[src/common/codr_pkg.sv]
// constants shared by the clock output divider and routing stage
package codr_pkg;

  // source select codes for outputs a through d
  localparam logic [2:0] SRC_REF        = 3'h0;
  localparam logic [2:0] SRC_RESERVED   = 3'h1;
  localparam logic [2:0] SRC_FIRST_PLL_0     = 3'h2;
  localparam logic [2:0] SRC_FIRST_PLL_180   = 3'h3;
  localparam logic [2:0] SRC_SECOND_PLL_0     = 3'h4;
  localparam logic [2:0] SRC_SECOND_PLL_180   = 3'h5;
  localparam logic [2:0] SRC_THIRD_PLL_0     = 3'h6;
  localparam logic [2:0] SRC_THIRD_PLL_180   = 3'h7;

  // output e post divider codes
  localparam logic [1:0] E_OFF          = 2'h0;
  localparam logic [1:0] E_DIV4         = 2'h1;
  localparam logic [1:0] E_DIV2         = 2'h2;
  localparam logic [1:0] E_DIV3         = 2'h3;

  // divider ratios
  localparam logic [6:0] DIV_OFF        = 7'h00;
  localparam logic [6:0] DIV_ONE        = 7'h01;
  localparam logic [6:0] RATIO_4        = 7'h04;
  localparam logic [6:0] RATIO_2        = 7'h02;
  localparam logic [6:0] RATIO_3        = 7'h03;

  // pll index values returned by the source decode (0 means reference)
  localparam logic [1:0] PLL_NONE       = 2'h0;
  localparam logic [1:0] PLL_FIRST      = 2'h1;
  localparam logic [1:0] PLL_SECOND     = 2'h2;
  localparam logic [1:0] PLL_THIRD      = 2'h3;

  // divider slots and output slots
  localparam int         NUM_MAIN       = 4;
  localparam int         NUM_DIV        = 5;
  localparam int         NUM_OUT        = 6;
  localparam int         SLOT_D         = 3;
  localparam int         SLOT_E         = 4;
  localparam int         SLOT_X         = 5;

  // pll p and q settings: three bytes per pll
  localparam logic [1:0] PQ_BYTES       = 2'h3;

  // start-up capture of the two serial pin levels
  localparam logic [1:0] BOOT_CAPTURE   = 2'h3;

  // reset values
  localparam logic [5:0] OSC_CAP_RESET  = 6'h00;
  localparam logic [7:0] PQ_RESET       = 8'h00;
  localparam logic [2:0] ROW_RESET      = 3'h0;

endpackage

[src/hdl/codr_output_router.sv]
// crossbar, output dividers, power control and pll setting capture of the clock generator
`timescale 1ns/100ps
module codr_output_router (
  input  wire logic        CLK,                          // 40 MHz system clock
  input  wire logic        RST_B,                        // async reset, active low
  input  wire logic        REF_CLK,                      // reference clock level
  input  wire logic        FIRST_PLL_CLK,                // first pll 0 degree level
  input  wire logic        SECOND_PLL_CLK,               // second pll 0 degree level
  input  wire logic        THIRD_PLL_CLK,                // third pll 0 degree level
  input  wire logic        FIRST_SELECT_INPUT,           // serial data pin level
  input  wire logic        SECOND_SELECT_INPUT,          // serial clock pin level
  input  wire logic        THIRD_SELECT_SUSPEND_INPUT,   // third select or suspend pin
  input  wire logic        POWER_DOWN_ENABLE_PIN,        // shutdown or output enable pin
  input  wire logic        PIN_FUNCTION_SELECT,          // 1: shutdown, 0: output enable
  input  wire logic        SUSPEND_MODE_ENABLE,          // third pin acts as suspend
  input  wire logic [2:0]  SUSPEND_PLL_MASK,             // plls stopped by suspend
  input  wire logic [5:0]  SUSPEND_OUTPUT_MASK,          // a..e, buffer tristated by suspend
  input  wire logic [2:0]  PLL_ENABLE,                   // per pll enable
  input  wire logic        XBUF_ENABLE,                  // reference buffer enable
  input  wire logic        DIFF_VARIANT,                 // differential output variant
  input  wire logic [7:0]  BANK_TABLE,                   // bank select per table row
  input  wire logic [6:0]  OUTPUT_A_DIVIDER_0,           // output a divider, bank 0
  input  wire logic [6:0]  OUTPUT_A_DIVIDER_1,           // output a divider, bank 1
  input  wire logic [6:0]  OUTPUT_B_DIVIDER_0,           // output b divider, bank 0
  input  wire logic [6:0]  OUTPUT_B_DIVIDER_1,           // output b divider, bank 1
  input  wire logic [6:0]  OUTPUT_C_DIVIDER,             // output c divider
  input  wire logic [6:0]  OUTPUT_D_DIVIDER,             // output d divider
  input  wire logic [2:0]  OUTPUT_A_SOURCE,              // source select code a
  input  wire logic [2:0]  OUTPUT_B_SOURCE,              // source select code b
  input  wire logic [2:0]  OUTPUT_C_SOURCE,              // source select code c
  input  wire logic [2:0]  OUTPUT_D_SOURCE,              // source select code d
  input  wire logic [1:0]  E_POST_DIVIDER_CODE,          // output e post divider code
  input  wire logic [5:0]  OSC_CAP_DATA,                 // load capacitor value
  input  wire logic        OSC_CAP_WRITE,                // load capacitor write strobe
  input  wire logic [1:0]  PQ_PLL,                       // pll number 1..3
  input  wire logic [1:0]  PQ_BYTE,                      // byte number 0..2
  input  wire logic [7:0]  PQ_DATA,                      // byte value
  input  wire logic        PQ_ACK,                       // acknowledge of that byte
  output logic             OUTPUT_A,                     // output a data
  output logic             OUTPUT_A_OE,                  // output a enable
  output logic             OUTPUT_B,                     // output b data
  output logic             OUTPUT_B_OE,                  // output b enable
  output logic             OUTPUT_C,                     // output c data
  output logic             OUTPUT_C_OE,                  // output c enable
  output logic             OUTPUT_D,                     // output d data
  output logic             OUTPUT_D_OE,                  // output d enable
  output logic             OUTPUT_E,                     // output e data
  output logic             OUTPUT_E_OE,                  // output e enable
  output logic             XBUF_OUT,                     // buffered reference
  output logic             XBUF_OE,                      // buffered reference enable
  output logic [2:0]       PLL_RUN,                      // pll running flags
  output logic             OSC_RUN,                      // reference oscillator running
  output logic [2:0]       FREQ_ROW,                     // frequency table row
  output logic             DIVIDER_BANK_SELECT,          // a/b divider bank in use
  output logic [5:0]       OSC_LOAD_CAP,                 // load capacitor setting
  output logic [23:0]      FIRST_PLL_PQ,                 // first pll p and q bytes
  output logic [23:0]      SECOND_PLL_PQ,                // second pll p and q bytes
  output logic [23:0]      THIRD_PLL_PQ                  // third pll p and q bytes
);

  // whole state of the block
  typedef struct packed {
    logic [3:0]            src_meta;                     // source sync, first stage
    logic [3:0]            src_sync;                     // source sync, second stage
    logic [1:0]            sel_meta;                     // serial pins, first stage
    logic [1:0]            sel_sync;                     // serial pins, second stage
    logic                  s2_meta;                      // third pin, first stage
    logic                  s2_sync;                      // third pin, second stage
    logic                  pin_meta;                     // power pin, first stage
    logic                  pin_sync;                     // power pin, second stage
    logic [1:0]            boot;                         // start-up capture counter
    logic [1:0]            sel_latched;                  // captured serial pin levels
    logic [2:0]            row;                          // frequency table row
    logic                  bank;                         // divider bank in use
    logic [4:0]            prev;                         // last seen selected source level
    logic [4:0][6:0]       cnt;                          // edge counters
    logic [4:0]            clk;                          // divided clocks
    logic [5:0]            out_data;                     // registered pin data
    logic [5:0]            out_en;                       // registered pin enables
    logic [2:0]            run;                          // pll running
    logic                  osc;                          // oscillator running
    logic [5:0]            cap;                          // load capacitor value
    logic [2:0][2:0][7:0]  pq;                           // pll p and q bytes
  } codr_state_type;

  codr_state_type st;                                    // current state
  codr_state_type next_st;                               // next state

  // reserved code reads as flat low
  // level of the selected crossbar source; inverted pll phase by code
  function automatic logic codr_src_level(input logic [2:0] code, input logic [3:0] lvl);
    logic r;
    r = 1'b0;
    unique case (code)
      codr_pkg::SRC_REF:      r = lvl[0];
      codr_pkg::SRC_RESERVED: r = 1'b0;                  // reserved code gives no clock
      codr_pkg::SRC_FIRST_PLL_0:   r = lvl[1];
      codr_pkg::SRC_FIRST_PLL_180: r = ~lvl[1];
      codr_pkg::SRC_SECOND_PLL_0:   r = lvl[2];
      codr_pkg::SRC_SECOND_PLL_180: r = ~lvl[2];
      codr_pkg::SRC_THIRD_PLL_0:   r = lvl[3];
      codr_pkg::SRC_THIRD_PLL_180: r = ~lvl[3];
    endcase
    return r;
  endfunction

  // lets a stopped pll kill its outputs
  // which pll a source code depends on
  function automatic logic [1:0] codr_src_pll(input logic [2:0] code);
    logic [1:0] p;
    p = codr_pkg::PLL_NONE;
    unique case (code)
      codr_pkg::SRC_REF, codr_pkg::SRC_RESERVED:     p = codr_pkg::PLL_NONE;
      codr_pkg::SRC_FIRST_PLL_0, codr_pkg::SRC_FIRST_PLL_180:  p = codr_pkg::PLL_FIRST;
      codr_pkg::SRC_SECOND_PLL_0, codr_pkg::SRC_SECOND_PLL_180:  p = codr_pkg::PLL_SECOND;
      codr_pkg::SRC_THIRD_PLL_0, codr_pkg::SRC_THIRD_PLL_180:  p = codr_pkg::PLL_THIRD;
    endcase
    return p;
  endfunction

  // code 00 gives ratio zero: e is off unless the differential variant is set
  // output e ratio from its post divider code
  function automatic logic [6:0] codr_e_ratio(input logic [1:0] code);
    logic [6:0] r;
    r = codr_pkg::DIV_OFF;
    unique case (code)
      codr_pkg::E_OFF:  r = codr_pkg::DIV_OFF;
      codr_pkg::E_DIV4: r = codr_pkg::RATIO_4;
      codr_pkg::E_DIV2: r = codr_pkg::RATIO_2;
      codr_pkg::E_DIV3: r = codr_pkg::RATIO_3;
    endcase
    return r;
  endfunction

  // helpers, set on every pass
  logic [3:0][2:0] src_code;                             // source codes a..d
  logic [3:0][6:0] main_div;                             // selected ratios a..d
  logic [4:0][6:0] ratio;                                // ratios a..e
  logic [4:0]      sel_lvl;                              // selected levels a..e
  logic [4:0]      dep_ok;                               // source of the slot is running
  logic [3:0]      lvl;                                  // gated source levels
  logic            pin_low;                              // power pin asserted low
  logic            full_stop;                            // system shutdown in force
  logic            susp;                                 // suspend in force
  logic [1:0]      dep_pll;                              // pll a slot depends on
  logic [5:0]      slot_en;                              // outputs allowed to drive

  // bank swaps a and b ratios together
  // gather per-output settings; bank picks both a and b at once
  always_comb begin
    src_code[0] = OUTPUT_A_SOURCE;
    src_code[1] = OUTPUT_B_SOURCE;
    src_code[2] = OUTPUT_C_SOURCE;
    src_code[3] = OUTPUT_D_SOURCE;
    main_div[0] = st.bank ? OUTPUT_A_DIVIDER_1 : OUTPUT_A_DIVIDER_0;
    main_div[1] = st.bank ? OUTPUT_B_DIVIDER_1 : OUTPUT_B_DIVIDER_0;
    main_div[2] = OUTPUT_C_DIVIDER;
    main_div[3] = OUTPUT_D_DIVIDER;
  end

  // next state: syncs, power control, dividers, setting capture
  always_comb begin
    next_st = st;
    dep_pll = codr_pkg::PLL_NONE;
    // two-flop synchronisers for every pin level
    next_st.src_meta = {THIRD_PLL_CLK, SECOND_PLL_CLK, FIRST_PLL_CLK, REF_CLK};
    next_st.src_sync = st.src_meta;
    next_st.sel_meta = {SECOND_SELECT_INPUT, FIRST_SELECT_INPUT};
    next_st.sel_sync = st.sel_meta;
    next_st.s2_meta  = THIRD_SELECT_SUSPEND_INPUT;
    next_st.s2_sync  = st.s2_meta;
    next_st.pin_meta = POWER_DOWN_ENABLE_PIN;
    next_st.pin_sync = st.pin_meta;

    // pins are only read past the syncs
    // pin low tristates always; with function bit high it also stops everything
    pin_low   = ~st.pin_sync;
    full_stop = pin_low & PIN_FUNCTION_SELECT;
    susp      = SUSPEND_MODE_ENABLE & ~st.s2_sync;

    // shutdown overrides every enable
    // a pll runs only when enabled, not shut down and not suspended
    for (int p = 0; p < 3; p++) begin
      next_st.run[p] = PLL_ENABLE[p] & ~full_stop & ~(susp & SUSPEND_PLL_MASK[p]);
    end
    next_st.osc = ~full_stop;

    // a stopped pll or oscillator contributes a flat level
    lvl = {st.src_sync[3:1] & st.run, st.src_sync[0] & st.osc};

    // start-up capture of the serial pin levels, once the syncs have filled;
    // the second stage holds its reset value until
    // the second edge, so take it on the third
    if (st.boot != codr_pkg::BOOT_CAPTURE) begin
      next_st.boot = st.boot + 2'h1;
      if (st.boot + 2'h1 == codr_pkg::BOOT_CAPTURE) begin
        next_st.sel_latched = st.sel_sync;
      end
    end
    // table row: third select only counts when not used as suspend
    next_st.row  = {st.s2_sync & ~SUSPEND_MODE_ENABLE, st.sel_latched};
    next_st.bank = BANK_TABLE[st.row];

    // slots 0 to 3 crossbar, slot 4 is e
    // per-slot ratio, source level and dependency
    for (int i = 0; i < codr_pkg::NUM_DIV; i++) begin
      if (i < codr_pkg::NUM_MAIN) begin
        ratio[i]   = main_div[i];
        sel_lvl[i] = codr_src_level(src_code[i], lvl);
        dep_pll    = codr_src_pll(src_code[i]);
      end else begin
        ratio[i]   = codr_e_ratio(E_POST_DIVIDER_CODE);
        sel_lvl[i] = lvl[1];
        dep_pll    = codr_pkg::PLL_FIRST;
      end
      // a disabled first pll turns off its dependants automatically
      dep_ok[i] = (dep_pll == codr_pkg::PLL_NONE) ? st.osc : st.run[dep_pll - 2'h1];
    end

    // limitation: no glitch guard on rewrites
    // dividers count both source edges and toggle every ratio edges,
    // so odd ratios still come out at half duty; ratio changes act at once
    for (int i = 0; i < codr_pkg::NUM_DIV; i++) begin
      next_st.prev[i] = sel_lvl[i];
      if (ratio[i] == codr_pkg::DIV_OFF || !dep_ok[i] || full_stop) begin
        next_st.cnt[i] = codr_pkg::DIV_OFF;
        next_st.clk[i] = 1'b0;
      end else if (sel_lvl[i] != st.prev[i]) begin
        // >= guards against a ratio lowered below the running count
        if (st.cnt[i] >= ratio[i] - codr_pkg::DIV_ONE) begin
          next_st.cnt[i] = codr_pkg::DIV_OFF;
          next_st.clk[i] = ~st.clk[i];
        end else begin
          next_st.cnt[i] = st.cnt[i] + codr_pkg::DIV_ONE;
        end
      end
    end

    // pin data lags the divider by a cycle
    // output data: divided clocks, differential variant bypass, reference copy
    for (int i = 0; i < codr_pkg::NUM_DIV; i++) begin
      next_st.out_data[i] = st.clk[i];
    end
    if (DIFF_VARIANT) begin
      next_st.out_data[codr_pkg::SLOT_E] = lvl[1];
      next_st.out_data[codr_pkg::SLOT_D] = ~lvl[1];
    end
    next_st.out_data[codr_pkg::SLOT_X] = lvl[0];

    // enables registered beside the data
    // output enables: divider on, or differential variant for d and e, or buffer enable; source running, not suspended, pin high
    for (int i = 0; i < codr_pkg::NUM_DIV; i++) begin
      slot_en[i] = (ratio[i] != codr_pkg::DIV_OFF) & dep_ok[i];
    end
    if (DIFF_VARIANT) begin
      slot_en[codr_pkg::SLOT_E] = st.run[0];
      slot_en[codr_pkg::SLOT_D] = st.run[0];
    end
    slot_en[codr_pkg::SLOT_X] = XBUF_ENABLE & st.osc;
    for (int i = 0; i < codr_pkg::NUM_OUT; i++) begin
      next_st.out_en[i] = slot_en[i] & ~pin_low & ~(susp & SUSPEND_OUTPUT_MASK[i]);
    end

    // no clock logic reads the cap value
    // load capacitor: writable any time, even with the pin low
    if (OSC_CAP_WRITE) begin
      next_st.cap = OSC_CAP_DATA;
    end

    // each p/q byte lands at its own acknowledge; the host keeps the pll
    // disabled meanwhile, since partial settings can be out of range
    if (PQ_ACK && PQ_PLL != codr_pkg::PLL_NONE && PQ_BYTE < codr_pkg::PQ_BYTES) begin
      next_st.pq[PQ_PLL - 2'h1][PQ_BYTE] = PQ_DATA;
    end
  end

  // state register
  always_ff @(posedge CLK or negedge RST_B) begin
    if (!RST_B) begin
      st             <= '0;
      st.row         <= codr_pkg::ROW_RESET;
      st.cap         <= codr_pkg::OSC_CAP_RESET;
      st.pq          <= {9{codr_pkg::PQ_RESET}};
    end else begin
      st             <= next_st;
    end
  end

  // slot order: a, b, c, d, e, buffer
  // outputs straight from flops
  always_comb begin
    OUTPUT_A            = st.out_data[0];
    OUTPUT_A_OE         = st.out_en[0];
    OUTPUT_B            = st.out_data[1];
    OUTPUT_B_OE         = st.out_en[1];
    OUTPUT_C            = st.out_data[2];
    OUTPUT_C_OE         = st.out_en[2];
    OUTPUT_D            = st.out_data[codr_pkg::SLOT_D];
    OUTPUT_D_OE         = st.out_en[codr_pkg::SLOT_D];
    OUTPUT_E            = st.out_data[codr_pkg::SLOT_E];
    OUTPUT_E_OE         = st.out_en[codr_pkg::SLOT_E];
    XBUF_OUT            = st.out_data[codr_pkg::SLOT_X];
    XBUF_OE             = st.out_en[codr_pkg::SLOT_X];
    PLL_RUN             = st.run;
    OSC_RUN             = st.osc;
    FREQ_ROW            = st.row;
    DIVIDER_BANK_SELECT = st.bank;
    OSC_LOAD_CAP        = st.cap;
    FIRST_PLL_PQ        = st.pq[0];
    SECOND_PLL_PQ       = st.pq[1];
    THIRD_PLL_PQ        = st.pq[2];
  end

endmodule

[config.mk]
export PLATFORM = sky130hd
export DESIGN_NAME = codr_output_router
export DESIGN_NICKNAME = d
export VERILOG_FILES = /design/src/common/codr_pkg.sv /design/src/hdl/codr_output_router.sv
export SDC_FILE = /design/constraint.sdc
export NUM_CORES = 1
export LEC_CHECK = 0
export ABC_AREA = 1
export BUFFER_PORTS_ARGS = -buffer_cell sky130_fd_sc_hd__buf_2
export CORE_ASPECT_RATIO = 0.5
export CORE_MARGIN = 2
export CORE_UTILIZATION = 55
export CTS_CLUSTER_DIAMETER = 30
export DETAILED_ROUTE_END_ITERATION = 16
export GPL_TIMING_DRIVEN = 0
export PLACE_DENSITY = 0.77
export RECOVER_POWER = 50
export SETUP_SLACK_MARGIN = 0.1
export SKIP_LAST_GASP = 1
export SLEW_MARGIN = 20
export SYNTH_ARGS = -nofsm -noshare
export SYNTH_HDL_FRONTEND = slang
export SYNTH_SLANG_ARGS = --single-unit
[constraint.sdc]
create_clock -name CLK -period 7.64 [get_ports CLK]
set_input_delay 0.764 -clock CLK [delete_from_list [all_inputs] [get_ports CLK]]
set_output_delay 0.764 -clock CLK [all_outputs]
set_load 0.02 [all_outputs]
Yosys cells after proc, flatten, opt, wreduce, memory -nomap -nowiden --
Memories as Yosys holds them, arrays and structs flattened. Index checks and enable logic that the tools add are counted.
Cells by class: mux-type cells 58, reduce and logical (&&, ||, !) cells 55, $lt $le $gt $ge 15, add/subtract/negate cells 16, bitwise operators 59, equality and inequality tests 38
Operators by type and width (count):
- 2-to-1 mux 7 bit | 17
- bitwise mux 72 bit | 1
- demux 24 bit (select 2 bit) | 1
- equality test 3 bit, second input constant | 16
- AND 1 bit | 37
- adder 7 x 1 -> 7 bit, second input constant | 5
- >= comparator 7 bit | 5
- logical NOT 7 bit | 5
- nonzero test 7 bit | 5
- subtractor 7 x 1 -> 7 bit, second input constant | 5
- one-hot mux 1 bit (8 select lines) | 4
- one-hot mux 7 bit (4 select lines) | 1
- equality test 3 x 2 -> 1 bit, second input constant | 8
- 2-to-1 mux 1 bit | 24
- 2-to-1 mux 24 bit | 1
- nonzero test 2 bit | 11
- inverter 1 bit | 21
- less-than comparator 2 x 3 -> 1 bit, second input constant | 6
- demux 8 bit (select 2 bit) | 1
- equality test 3 x 1 -> 1 bit, second input constant | 4
- logical NOT 3 bit | 4
- AND reduction 2 bit | 6
- logical NOT 2 bit | 5
- logical OR 1 bit | 10
- 16 further kinds | 38
Word-level totals: memories kept 4, output and inout bits 98, input bits 110, word-level logic and storage cells 282, bits in read-only memories 64, flip-flop bits (word level) 163
Memory list:
- (name not given) | words 8, bits a word 2, read ports 1, clocked after Yosys merged registers in 0, write ports 0, line codr_output_router.sv:112 | unique case (code)
- (name not given) | words 8, bits a word 2, read ports 1, clocked after Yosys merged registers in 0, write ports 0, line codr_output_router.sv:112
- (name not given) | words 8, bits a word 2, read ports 1, clocked after Yosys merged registers in 0, write ports 0, line codr_output_router.sv:112
- (name not given) | words 8, bits a word 2, read ports 1, clocked after Yosys merged registers in 0, write ports 0, line codr_output_router.sv:112

Logic depth before layout (Yosys ltp) --
An unclocked memory read counts as a cell.
word-level depth 10, gate-level depth with buffers 17, gate-level depth less buffers 16

Worst setup path after synthesis --
OpenSTA, ideal clock, no wires.
path type register to register, start register st, in the netlist DIVIDER_BANK_SELECT, end register st[102] in the netlist's numbering, data required time 7.563 ns, stages on the path, launching flop included 16, buffers on the path 1, clock period less this slack 2.907 ns, path slack 4.733 ns, arrival 2.830 ns, setup time 0.077 ns, cell sequence dfrtp_1 > buf_6 > mux2i_1 > ha_1 > inv_1 > nor3_1 > nand2_1 > xor2_1 > ha_1 > a21oi_1 > nand2_1 > a21oi_1 > inv_1 > nor2_1 > nand3_1 > o21ai_1
Between the ends: cells in the longest elaborated chain, start to end 6, elaborated cells between the ends (all ways) 10, those cells by class add/sub: 1; order compare: 1; mux: 4; reduce/logical: 4
RTL lines:
- start, declared | line codr_output_router.sv:86 | codr_state_type st;
- start signal, assigned | line codr_output_router.sv:285 | st <= next_st;
- 2-to-1 mux 7 bit (*) | line codr_output_router.sv:155 | main_div[0] = st.bank ? OUTPUT_A_DIVIDER_1 : OUTPUT_A_DIVIDER_0;
- subtractor 7 x 1 -> 7 bit | line codr_output_router.sv:230 | if (st.cnt[i] >= ratio[i] - codr_pkg::DIV_ONE) begin
- >= comparator 7 bit | line codr_output_router.sv:230
- 2-to-1 mux 7 bit | line codr_output_router.sv:230
- 2-to-1 mux 7 bit | line codr_output_router.sv:228 | end else if (sel_lvl[i] != st.prev[i]) begin
- 2-to-1 mux 7 bit | line codr_output_router.sv:225 | if (ratio[i] == codr_pkg::DIV_OFF || !dep_ok[i] || full_stop) begin
Every way passes the cells marked *; elsewhere a longest branch is shown, timed or not. The select of a mux whose other input is x is not followed. A chain may end at the register's enable or synchronous reset.

==> flow_summary.ini <==
[place]
dpl.hpwl_um = 15920
dpl_cell_area_mm2 = 0.01066
numPortBuffers = 206
globalplace.congestion = 0.8155

[setup_path]
critPathArrivalTime_ns = 3.32
cpPeakStageDelay_ns = 2.51
r2r-end = st[102]$_DFFE_PN0P_
cp_cell_sequence = clkbuf_1
critPathTopFamily = buffers and inverters
ff2ff_path_depth = 15
endpoint = st[122]$_DFFE_PN0P_
reg2reg_slack_ns = 4.32
slowest_stage = clkbuf_1
timing.rr.start = DIVIDER_BANK_SELECT$_DFF_PN0_
startpoint = RST_B
crit_cells = 1
end_kind = async pin
critPathKind = input port to async pin
cp_num_buf_inv = 1
cp_max_fo = 67
required_ns = 7.34
cp-start-kind = input port

[timing]
setup_tns_ns = 0
fin_crit_ns = 3.621
hold_viol = 0
setup_violations = 0
tightestPinTransition_ns = 3.631
rsz0062_at_grt = no
relSlewSlack_pct = -142.1
fmaxAchievable_mhz = 276.2
slew_viol_final = 67
clock_skew_ns = 0.01209
fin_crit_sh_pct = 47.39

[floorplan]
die_area_mm2 = 0.01805
core_mm2 = 0.01647
die_x_um = 188.0
rows = 33
ios = 208
start_util_pct = 56.50
die_h_um = 96.00

[synth]
synth_cell_type_count = 43
synth_xor_area_share_pct = 4.234
synthMuxAreaShare_pct = 1.626
ys_ff_latch = 163
avgSynthCellArea_um2 = 8.540
yosys_warnings = 0
synth-compound-area-share_pct = 7.836
synth_fa_ha_area_share_pct = 8.199
synth_top_family_by_area = simple AND/OR/NAND/NOR gates
synthSimpleGateAreaFrac_pct = 22.67
seq_area_frac_synth_pct = 43.82
syn_area_mm2 = 0.009309
syn-num-nets = 1261
syn_inst = 1090

[drt]
drtIter0Drc = 333
dr.pass1.iters = 5
wl_per_cell_um = 13.77
postRouteAntennaNets = 0
drc = 0
viasPerCell = 5.090
routed_wl_um = 21420
num_vias = 7915

[cells_and_area]
fin_nets = 1487
fin_util_pct = 68.00
syn_to_final_growth_pct = 20.34
post-route-cell-area_mm2 = 0.01120
layout_common_cells = 218 x nand2_1, 209 x buf_2, 163 x dfrtp_1
nFillCells = 1325
drive_gt1_share_pct = 27.79
antenna_cells = 0
layout_commonest_cell = nand2_1

[clock_network]
cts_hold_buffers = 0
clock_sinks = 163
clk_pin_slew_ns = 0.07
clock_latency_ns = 0.43
cts_inserted_buffers = 17
cts_setup_buffers = 0
cts_buffer_depth = 2
cts-root-buf = clkbuf_16
cts_resized = 0
htreeDepth = 4
cts_tree = done

[pwr]
pwr_density_cell_mw_per_mm2 = 235.4
leakage_nw = 6.097
p_total_mw = 2.637
ir_drop_uv = 185.1

[global_routing]
grt_pass1_wl_um = 34950
grt_remaining_overflow = 0
grt_max_degree = 98
antenna_found_initial = 0
first_global_vias = 7666
groute.usage.overall_pct = 24.27

[run]
maxCapViolCount = 1

[worst_hold_path]
hold_class = register to register
hold_path_depth = 0

[status]
status = finished, violations left
violations = capacitance limit, slew limit
state kept, by name, summed over array words and instances (netlist names), 3 cells and up:
register / flops
FIRST_PLL_PQ: 24
FREQ_ROW: 3
OSC_LOAD_CAP: 6
PLL_RUN: 3
SECOND_PLL_PQ: 24
THIRD_PLL_PQ: 24
next_st: 13
st: 52
per-layer routing:
layer / GRT usage [%] / share of wire [%] / vias to the layer above
met1: 28.79 / 42 / 3775
li1: - / - / 3932
met2: 44.22 / 50 / 181
met4: 6.496 / 0.99 / 0
met5: 0 / 0 / -
met3: 6.708 / 6.3 / 27
cells in the mapped netlist:
| cell type | n | share of area, % |
|---|---|---|
| nand2_1 | 217 | 8.7 |
| dfrtp_1 | 163 | 44 |
| nor2_1 | 127 | 5.1 |
| inv_1 | 96 | 3.9 |
| buf_4 | 84 | 6.8 |
| a21oi_1 | 73 | 3.9 |
| nand3_1 | 63 | 3.4 |
| ha_1 | 61 | 8.2 |
| o21ai_0 | 36 | 1.9 |
| xor2_1 | 32 | 3.0 |
| nand4_1 | 25 | 1.7 |
| xnor2_1 | 13 | 1.2 |
| nor3_1 | 10 | 0.54 |
| mux2_2 | 9 | 1.1 |
| nand2_2 | 7 | 0.47 |
| inv_2 | 6 | 0.24 |
| o21ai_1 | 6 | 0.32 |
| buf_2 | 5 | 0.27 |
| clkbuf_1 | 5 | 0.20 |
| mux2i_1 | 5 | 0.54 |
| nand3_2 | 5 | 0.54 |
| nand3b_1 | 4 | 0.32 |
| o21ai_2 | 4 | 0.38 |
| a211oi_1 | 3 | 0.24 |
| nor2_2 | 3 | 0.20 |
| nor3b_1 | 3 | 0.24 |
| a221oi_1 | 2 | 0.19 |
| nand2_4 | 2 | 0.24 |
| nand3_4 | 2 | 0.38 |
| nor2_4 | 2 | 0.24 |
| o211ai_1 | 2 | 0.16 |
| o21bai_1 | 2 | 0.16 |
| o32ai_1 | 2 | 0.19 |
| or2_2 | 2 | 0.13 |
| a21o_1 | 1 | 0.081 |
| and2b_1 | 1 | 0.081 |
| buf_6 | 1 | 0.12 |
| clkinv_1 | 1 | 0.040 |
| inv_6 | 1 | 0.094 |
| nand4_2 | 1 | 0.13 |
| nor2_8 | 1 | 0.22 |
| o21a_1 | 1 | 0.081 |
| o21ai_4 | 1 | 0.17 |
where the power goes:
part	internal, mW	switching, mW	leakage [nW]
clock	0.435	0.377	0.267
combinational	0.323	0.435	3.82
sequential	0.987	0.0795	2.01
metrics by stage:
step	hold WS, ns	instances	worst slack (ns)
after floorplan	0.3312	1090	4.733
after global placement	0.3335	1523	3.376
after detailed placement	0.3372	1524	4.200
after CTS	0.2928	1555	4.315
after global routing	0.3579	1555	3.344
final	0.3523	1555	4.019
kinds of logic after synthesis:
kind of cell,Yosys count
AOI/OAI and AO/OA,133
xor gates and xnor gates,45
adders and majority gates,61
buffers and inverters,199
DFF,163
muxes,14
and+or+nand+nor,475
layout make-up:
cell class	count	area [µm²]	area share, %
Multi-Input combinational cell	728	4144	36.99
Buffer	95	685.7	6.121
Sequential cell	163	4079	36.41
Timing Repair Buffer	207	1056	9.427
Clock inverter	13	118.9	1.061
Tap cell	227	284.0	2.535
Inverter	104	395.4	3.530
Clock buffer	18	439.2	3.920
how the worst min path moves through the flow:
| stage | start | end | slack (ns) |
|---|---|---|---|
| floorplan | next_st[147]$_DFF_PN0_ | st[147]$_DFF_PN0_ | 0.33 |
| global placement | next_st[147]$_DFF_PN0_ | st[147]$_DFF_PN0_ | 0.33 |
| detailed placement | next_st[157]$_DFF_PN0_ | st[157]$_DFF_PN0_ | 0.34 |
| CTS | RST_B | THIRD_PLL_PQ[3]$_DFFE_PN0P_ | 0.29 |
| global route | next_st[147]$_DFF_PN0_ | st[147]$_DFF_PN0_ | 0.36 |
| finish | next_st[147]$_DFF_PN0_ | st[147]$_DFF_PN0_ | 0.35 |
(Power assumes the default switching activity.)
